## src/verilog/tm_consts.svh

```systemverilog
// timing, character and sizing constants for the transparent escape detector
`ifndef TM_CONSTS_SVH
`define TM_CONSTS_SVH

`define TM_ESC_MAX 32
`define TM_CR 8'h0d
`define TM_COMMA 8'h2c
`define TM_CLK_NS 4
`define TM_QUIET_MS 500
`define TM_NS_PER_MS 1000000
`define TM_PRE_HALVES 6'h02
`define TM_HALVES_MAX 6'h3f
`define TM_DIR_LOC 1'b0
`define TM_DIR_REM 1'b1

`endif

```

## src/verilog/tm_pkg.sv

```systemverilog
// types shared by the transparent escape detector
package tm_pkg;

    typedef struct packed {
        logic       quiet;
        logic [7:0] ch;
    } esc_entry_s;

    typedef struct packed {
        logic       dir;
        logic [7:0] data;
    } tm_char_s;

    typedef enum logic [2:0] {
        ST_IDLE,
        ST_ASK_RX,
        ST_ASK_TX,
        ST_ENTRY,
        ST_ACTIVE,
        ST_RELEASE
    } tm_state_e;

endpackage

```

## src/verilog/transparent_escape_detector.sv

```systemverilog
// transparent transfer path with escape sequence detection
// Notes on behaviour
// - eight-bit characters pass unchanged both ways
// - binary transmit: local port ignores XON/XOFF
// - binary receive: remote port ignores XON/XOFF
// - control characters forwarded as data; escape only
// - one-way binary keeps other side flow control
// - both directions binary disables all inband flow
// - escape store holds 32 entries, commas included, CR excluded
// - carriage return ends entry, starts transparent mode
// - comma is half-second quiet; commas add up
// - quiet-only sequence ends mode on idle line
// - matcher watches both directions
// - partly matching characters are held back
// - mismatch releases held characters then breaker
// - character sequence needs one second quiet around
// - full match returns to control, link kept
// - setup asks receive, transmit, then escape sequence

`include "tm_consts.svh"

module transparent_escape_detector
    import tm_pkg::*;
#(
    parameter int ESC_MAX = `TM_ESC_MAX,
    parameter int HALF_CYCLES = (`TM_QUIET_MS * `TM_NS_PER_MS) / `TM_CLK_NS
) (
    // clock and reset
    input wire logic clk_sys_i,
    input wire logic rst_n_i,
    // setup dialogue
    input wire logic start_i,
    input wire logic answer_valid_i,
    input wire logic answer_yes_i,
    input wire logic entry_valid_i,
    input wire logic [7:0] entry_char_i,
    // characters arriving from the local and remote ports
    input wire logic loc_valid_i,
    input wire logic [7:0] loc_data_i,
    output logic loc_ready_o,
    input wire logic rem_valid_i,
    input wire logic [7:0] rem_data_i,
    output logic rem_ready_o,
    // characters leaving toward remote and local ports
    output logic to_rem_valid_o,
    output logic [7:0] to_rem_data_o,
    output logic to_loc_valid_o,
    output logic [7:0] to_loc_data_o,
    // mode status
    output logic transparent_transfer_mode_o,
    output logic exit_pulse_o,
    output logic ctrl_chars_en_o,
    output logic local_flow_en_o,
    output logic remote_flow_en_o
);

    localparam int IW = $clog2(ESC_MAX + 2);
    localparam int SW = $clog2(HALF_CYCLES + 1);
    localparam logic [IW-1:0] ESC_MAX_W = IW'(ESC_MAX);
    localparam logic [SW-1:0] HALF_LAST = SW'(HALF_CYCLES - 1);

    // ==========================================================
    // state
    tm_state_e state_q, state_d;
    logic recv_bin_q, xmit_bin_q;
    esc_entry_s esc_q [ESC_MAX];
    logic [IW-1:0] len_q, idx_q, idx_d;
    logic char_only_q;
    tm_char_s hold_q [ESC_MAX+1];
    logic [IW-1:0] hcnt_q, hcnt_d, rptr_q;
    logic [SW-1:0] sub_q;
    logic [5:0] halves_q, need_q;
    logic turn_q, loc_rdy_q, rem_rdy_q;
    logic to_rem_valid_q, to_loc_valid_q;
    logic [7:0] to_rem_data_q, to_loc_data_q;
    logic active_q, exit_q, ctrl_en_q, lflow_q, rflow_q;

    // ==========================================================
    // decoding
    wire loc_fire = loc_valid_i & loc_rdy_q;
    wire rem_fire = rem_valid_i & rem_rdy_q;
    // one port is taken per cycle, so the matcher sees one ordered stream
    wire fire = loc_fire | rem_fire;
    wire tm_char_s cur = loc_fire ? {`TM_DIR_LOC, loc_data_i} : {`TM_DIR_REM, rem_data_i};
    wire in_active = (state_q == ST_ACTIVE);
    wire in_release = (state_q == ST_RELEASE);
    wire in_seq = (idx_q < len_q);
    wire esc_entry_s ent = in_seq ? esc_q[idx_q[IW-2:0]] : '0;
    // a character-only sequence only starts after a second of quiet
    wire start_ok = !char_only_q || (idx_q != '0) || (halves_q >= `TM_PRE_HALVES);
    wire hit = in_active & fire & in_seq & !ent.quiet & (ent.ch == cur.data) & start_ok;
    wire miss = in_active & fire & !hit;
    wire pass_now = miss & (hcnt_q == '0);
    wire flush = miss & (hcnt_q != '0);
    wire quiet_step = in_active & !fire & in_seq & ent.quiet & (halves_q > need_q);
    wire post_ok = !char_only_q || (halves_q >= `TM_PRE_HALVES);
    wire done_now = in_active & !fire & (len_q != '0) & (idx_q == len_q) & post_ok;
    wire rel_last = in_release & (rptr_q == hcnt_q - IW'(1));
    wire is_cr = (entry_char_i == `TM_CR);
    wire is_comma = (entry_char_i == `TM_COMMA);
    wire in_entry = (state_q == ST_ENTRY);
    wire ent_end = in_entry & entry_valid_i & is_cr;
    wire ent_we = in_entry & entry_valid_i & !is_cr & (len_q < ESC_MAX_W);
    wire push = hit | flush;
    wire tm_char_s rel_c = hold_q[rptr_q];
    wire out_v = in_release | pass_now;
    wire tm_char_s out_c = in_release ? rel_c : cur;
    wire act_d = (state_d == ST_ACTIVE) || (state_d == ST_RELEASE);

    // ==========================================================
    // control sequence
    always_comb begin
        state_d = state_q;
        case (state_q)
            ST_IDLE: begin
                if (start_i) begin
                    state_d = ST_ASK_RX;
                end
            end
            ST_ASK_RX: begin
                if (answer_valid_i) begin
                    state_d = ST_ASK_TX;
                end
            end
            ST_ASK_TX: begin
                if (answer_valid_i) begin
                    state_d = ST_ENTRY;
                end
            end
            ST_ENTRY: begin
                if (ent_end) begin
                    state_d = ST_ACTIVE;
                end
            end
            ST_ACTIVE: begin
                if (flush) begin
                    state_d = ST_RELEASE;
                end else if (done_now) begin
                    state_d = ST_IDLE;
                end
            end
            ST_RELEASE: begin
                if (rel_last) begin
                    state_d = ST_ACTIVE;
                end
            end
            default: begin
                state_d = ST_IDLE;
            end
        endcase
    end
    always_comb begin
        idx_d = idx_q;
        if (ent_end || done_now || miss) begin
            idx_d = '0;
        end else if (hit || quiet_step) begin
            idx_d = idx_q + IW'(1);
        end
    end
    always_comb begin
        hcnt_d = hcnt_q;
        if (ent_end || done_now || rel_last) begin
            hcnt_d = '0;
        end else if (push) begin
            hcnt_d = hcnt_q + IW'(1);
        end
    end
    always_ff @(posedge clk_sys_i) begin
        if (!rst_n_i) begin
            state_q <= ST_IDLE;
            idx_q <= '0;
            hcnt_q <= '0;
        end else begin
            state_q <= state_d;
            idx_q <= idx_d;
            hcnt_q <= hcnt_d;
        end
    end
    always_ff @(posedge clk_sys_i) begin
        if (!rst_n_i) begin
            rptr_q <= '0;
        end else if (in_release && !rel_last) begin
            rptr_q <= rptr_q + IW'(1);
        end else begin
            rptr_q <= '0;
        end
    end

    // ==========================================================
    // setup answers and escape store
    always_ff @(posedge clk_sys_i) begin
        if (!rst_n_i) begin
            recv_bin_q <= 1'b0;
            xmit_bin_q <= 1'b0;
        end else if (answer_valid_i && state_q == ST_ASK_RX) begin
            recv_bin_q <= answer_yes_i;
        end else if (answer_valid_i && state_q == ST_ASK_TX) begin
            xmit_bin_q <= answer_yes_i;
        end
    end
    always_ff @(posedge clk_sys_i) begin
        if (!rst_n_i) begin
            len_q <= '0;
            char_only_q <= 1'b1;
        end else if (start_i && state_q == ST_IDLE) begin
            len_q <= '0;
            char_only_q <= 1'b1;
        end else if (ent_we) begin
            len_q <= len_q + IW'(1);
            char_only_q <= char_only_q & !is_comma;
        end
    end
    for (genvar i = 0; i < ESC_MAX; i++) begin : g_esc
        always_ff @(posedge clk_sys_i) begin
            if (!rst_n_i) begin
                esc_q[i] <= '0;
            end else if (ent_we && len_q == IW'(i)) begin
                // each comma is its own half-second element
                esc_q[i] <= {is_comma, is_comma ? 8'h00 : entry_char_i};
            end
        end
    end
    // held characters keep their direction for in-order release
    for (genvar i = 0; i <= ESC_MAX; i++) begin : g_hold
        always_ff @(posedge clk_sys_i) begin
            if (!rst_n_i) begin
                hold_q[i] <= '0;
            end else if (push && hcnt_q == IW'(i)) begin
                hold_q[i] <= cur;
            end
        end
    end

    // ==========================================================
    // quiet timing
    always_ff @(posedge clk_sys_i) begin
        if (!rst_n_i || fire || ent_end) begin
            sub_q <= '0;
            halves_q <= '0;
        end else if (sub_q == HALF_LAST) begin
            sub_q <= '0;
            if (halves_q != `TM_HALVES_MAX) begin
                halves_q <= halves_q + 6'h01;
            end
        end else begin
            sub_q <= sub_q + SW'(1);
        end
    end
    // consecutive quiet elements demand a growing idle time
    always_ff @(posedge clk_sys_i) begin
        if (!rst_n_i || fire || ent_end || done_now) begin
            need_q <= '0;
        end else if (quiet_step) begin
            need_q <= need_q + 6'h01;
        end
    end

    // ==========================================================
    // data path and status outputs
    always_ff @(posedge clk_sys_i) begin
        if (!rst_n_i) begin
            turn_q <= 1'b0;
            loc_rdy_q <= 1'b0;
            rem_rdy_q <= 1'b0;
        end else begin
            // alternating grant: halves peak rate, keeps the outputs flopped
            turn_q <= ~turn_q;
            loc_rdy_q <= (state_d == ST_ACTIVE) & !turn_q;
            rem_rdy_q <= (state_d == ST_ACTIVE) & turn_q;
        end
    end
    always_ff @(posedge clk_sys_i) begin
        if (!rst_n_i) begin
            to_rem_valid_q <= 1'b0;
            to_loc_valid_q <= 1'b0;
            to_rem_data_q <= 8'h00;
            to_loc_data_q <= 8'h00;
        end else begin
            to_rem_valid_q <= out_v & (out_c.dir == `TM_DIR_LOC);
            to_loc_valid_q <= out_v & (out_c.dir == `TM_DIR_REM);
            to_rem_data_q <= out_c.data;
            to_loc_data_q <= out_c.data;
        end
    end
    always_ff @(posedge clk_sys_i) begin
        if (!rst_n_i) begin
            active_q <= 1'b0;
            exit_q <= 1'b0;
            ctrl_en_q <= 1'b1;
            lflow_q <= 1'b1;
            rflow_q <= 1'b1;
        end else begin
            active_q <= act_d;
            exit_q <= done_now;
            ctrl_en_q <= !act_d;
            lflow_q <= !(act_d & xmit_bin_q);
            rflow_q <= !(act_d & recv_bin_q);
        end
    end
    assign loc_ready_o = loc_rdy_q;
    assign rem_ready_o = rem_rdy_q;
    assign to_rem_valid_o = to_rem_valid_q;
    assign to_loc_valid_o = to_loc_valid_q;
    assign to_rem_data_o = to_rem_data_q;
    assign to_loc_data_o = to_loc_data_q;
    assign transparent_transfer_mode_o = active_q;
    assign exit_pulse_o = exit_q;
    assign ctrl_chars_en_o = ctrl_en_q;
    assign local_flow_en_o = lflow_q;
    assign remote_flow_en_o = rflow_q;
endmodule
```

## config.mk

```make
export PLATFORM = sky130hd
export DESIGN_NAME = transparent_escape_detector
export DESIGN_NICKNAME = d
export VERILOG_FILES = /design/src/verilog/tm_pkg.sv /design/src/verilog/transparent_escape_detector.sv
export VERILOG_INCLUDE_DIRS = /design/src /design/src/verilog
export SDC_FILE = /design/constraint.sdc
export NUM_CORES = 1
export LEC_CHECK = 0
export BUFFER_PORTS_ARGS = -buffer_cell sky130_fd_sc_hd__buf_4
export CORE_ASPECT_RATIO = 0.8
export CORE_MARGIN = 1
export CORE_UTILIZATION = 55
export CTS_BUF_LIST = sky130_fd_sc_hd__clkbuf_4
export DETAILED_ROUTE_END_ITERATION = 8
export PLACE_DENSITY_LB_ADDON = 0.08
export SYNTH_ARGS = -nofsm -noshare
export SYNTH_HDL_FRONTEND = slang
export SYNTH_SLANG_ARGS = --single-unit
```

## constraint.sdc

```tcl
create_clock -name clk_sys_i -period 4.7 [get_ports clk_sys_i]
set_clock_uncertainty 0.05 [all_clocks]
set_input_delay 0.705 -clock clk_sys_i [delete_from_list [all_inputs] [get_ports clk_sys_i]]
set_output_delay 0.705 -clock clk_sys_i [all_outputs]
set_load 0.01 [all_outputs]
```

==> results.cfg <==
[placement]
dp.cells = 3151
detailed_place.area_um2 = 32900
dp_hpwl_um = 61500
gp_congestion = 0.958
io_buffers = 56

[layout]
stdcell_count = 3449
n_fill_cell = 4375
fin_nets = 2632
layout_commonest_cell = edfxtp_1
area_growth_pct = 11.5
utilization_pct = 62.8
final_cell_mix = edfxtp_1 (585), nor2_1 (270), nor3_1 (266)
layout-drive-gt1-share_pct = 23.1
finalInstanceArea_um2 = 35100

[routing]
drtIter0Drc = 3127
via_per_inst = 6.41
wl_per_cell_um = 26.9
antenna_left = 0
drt_first_pass_iters = 6
drc = 0
postRouteWirelength_um = 92700
route.vias.total = 22100

[worst_setup_path]
cp-end-kind = register
worstSetupEndpoint = hold_q[18][6]
ff2ff_setup_slack_ns = 0.21
r2r_end = hold_q[18][6]
cp-start-kind = register
reg2reg_depth = 12
required_ns = 5.36
worstPathArrival_ns = 5.16
crit_fanout = 34
path_class = reg2reg

[synthesis]
syn-instance-count = 2439
synth_warnings = 0
synth_cell_type_count = 69
synth_fp_nets = 2499
ys_ff_latch = 677
synth_edf_count = 585
async_flop_share_pct = 0
yosysSeqAreaShare_pct = 61.7
ys.flop_type = edfxtp_1
syn_area_um2 = 31400
syn_area_per_cell_um2 = 12.9

[floorplan]
num_rows = 77
die_area_um2 = 58100
die_h_um = 216
dieWidth_um = 269
ios = 57
design.core.area_um2 = 55900
start_util_pct = 56.3

[flow_run]
drv_cap = 0

[sta]
period_needed_ns = 4.49
post-route-period-util_pct = 95.6
tightestPinTransition_ns = 1.11
slew_violations = 0
maxSlewHeadroom_pct = 25.6
max_freq_ghz = 0.222
rsz0062_at_grt = no
tns_ns = 0
setup_viol = 0
finalHoldViolCount = 0

[power_and_ir_drop]
ir_drop_v = 0.000189
p_leak_nw = 12.2
pwr_density_cell_nw_per_um2 = 351

[global_routing]
grt_pass1_wl_um = 139000
grt.overflow.total = 0
grt_pass1_vias = 21400
grt_usage_pct = 32.6
grt_max_degree = 69
antenna_found_initial = 2

[clock_tree]
clk_latency_ns = 1.00
root_buffer = clkbuf_4
htree_num_levels = 4
cts_num_sinks = 677
cts_tree = built
path_clk_slew_ns = 0.07
post_cts_buffers = 0
clock_path_buffers = 3
cts_made_buffers = 167

[status]
status = completed

[worst_hold_path]
hold_path_class = in2reg
layer usage:
layer	track usage (%)	vias to the layer above	routed length (µm)
met2	43.3	1428	37900
met5	0	-	0
met3	10.9	131	13600
li1	-	9569	-
met4	9.45	0	1720
met1	50.5	11000	39500
through the flow:
step	power [mW]	hold WS, ns	setup WS [ns]
after floorplan	7.19	0.307	0.864
after detailed placement	7.49	0.322	0.153
after global routing	12.7	0.0574	0.00136
final	12.3	0.0869	0.205
after global placement	7.47	0.325	0.278
after CTS	12.4	0.00455	0.125
state kept, by name, indices dropped and copies added, names as in the netlist, named ones only:
signal,flops
char_only_q,1
ctrl_chars_en_o,1
esc_q,288
exit_pulse_o,1
halves_q,6
hcnt_q,6
hold_q,297
idx_q,6
len_q,6
loc_ready_o,1
local_flow_en_o,1
need_q,6
recv_bin_q,1
rem_ready_o,1
remote_flow_en_o,1
rptr_q,6
state_q,3
sub_q,27
to_loc_data_o,8
to_loc_valid_o,1
to_rem_valid_o,1
transparent_transfer_mode_o,1
turn_q,1
xmit_bin_q,1
power breakdown:
part / switching [mW] / internal [mW] / leakage [nW]
sequential: 0.0848 / 6.73 / 6.49
clock: 2.40 / 2.54 / 1.27
combinational: 0.381 / 0.180 / 4.43
worst max-delay path, cell delays in order, from the launching register on:
cell	delay, ns
dfxtp_2	0.70
buf_4	0.31
and2b_2	0.39
a22oi_1	0.22
nand2_1	0.12
o31ai_1	0.51
o21ai_0	0.18
nand4b_1	0.18
o211ai_2	0.19
and2_4	0.21
o21ai_4	0.54
buf_4	0.46
nor3_1	0.10
worst min-delay path by stage:
| stage | start | to | depth (start not counted) |
|---|---|---|---|
| after floorplan | recv_bin_q | remote_flow_en_o | 1 |
| after detailed placement | recv_bin_q | remote_flow_en_o | 1 |
| after global placement | xmit_bin_q | local_flow_en_o | 1 |
| final | answer_valid_i | xmit_bin_q | 4 |
| after global routing | answer_valid_i | xmit_bin_q | 4 |
| after CTS | answer_valid_i | xmit_bin_q | 4 |
cells by family after synthesis:
family / after synthesis / synth area share (%)
and+or+nand+nor: 978 / 15.3
DFF: 677 / 61.7
buffers and inverters: 264 / 3.82
muxes: 235 / 12.3
AOI/OAI and AO/OA: 199 / 4.11
xor gates and xnor gates: 58 / 1.62
adders and majority gates: 28 / 1.11
what timing repair did:
| action | CTS | global route |
|---|---|---|
| hold buffers | 2 | 0 |
| setup endpoints to repair | 0 | 58 |
| endpoints found under the hold margin | 3 | 0 |
| resized for setup | 0 | 3 |
area by class of cell:
type | count | area [µm²] | area share (%)
Sequential cell | 677 | 19400 | 55.4
Multi-Input combinational cell | 1498 | 11000 | 31.3
Clock buffer | 251 | 1880 | 5.37
Timing Repair Buffer | 197 | 1510 | 4.30
Tap cell | 750 | 938 | 2.68
Clock inverter | 40 | 213 | 0.607
Inverter | 31 | 116 | 0.332
Antenna cell | 5 | 12.5 | 0.0357
cell usage after synthesis, types with 8 or more instances:
| cell | count | area (µm²) |
|---|---|---|
| xor2_1 | 28 | 245 |
| buf_1 | 12 | 45.0 |
| nor3_1 | 268 | 1340 |
| buf_6 | 16 | 180 |
| o21ai_1 | 9 | 45.0 |
| mux4_2 | 121 | 2730 |
| nor2b_1 | 13 | 81.3 |
| inv_1 | 31 | 116 |
| dfxtp_1 | 92 | 1840 |
| buf_4 | 17 | 128 |
| nand4_1 | 27 | 169 |
| xnor2_1 | 30 | 263 |
| o21ai_0 | 67 | 335 |
| a21oi_1 | 28 | 140 |
| mux2i_1 | 112 | 1120 |
| a211oi_1 | 22 | 165 |
| buf_2 | 8 | 40.0 |
| nor4_1 | 8 | 50.1 |
| nand2_1 | 115 | 432 |
| nand3_1 | 48 | 240 |
| a22oi_1 | 31 | 233 |
| ha_1 | 28 | 350 |
| nor2_1 | 271 | 1020 |
| clkbuf_1 | 178 | 668 |
| and3_1 | 173 | 1080 |
| and2_1 | 11 | 68.8 |
| edfxtp_1 | 585 | 17600 |
(Power assumes the default switching activity.)
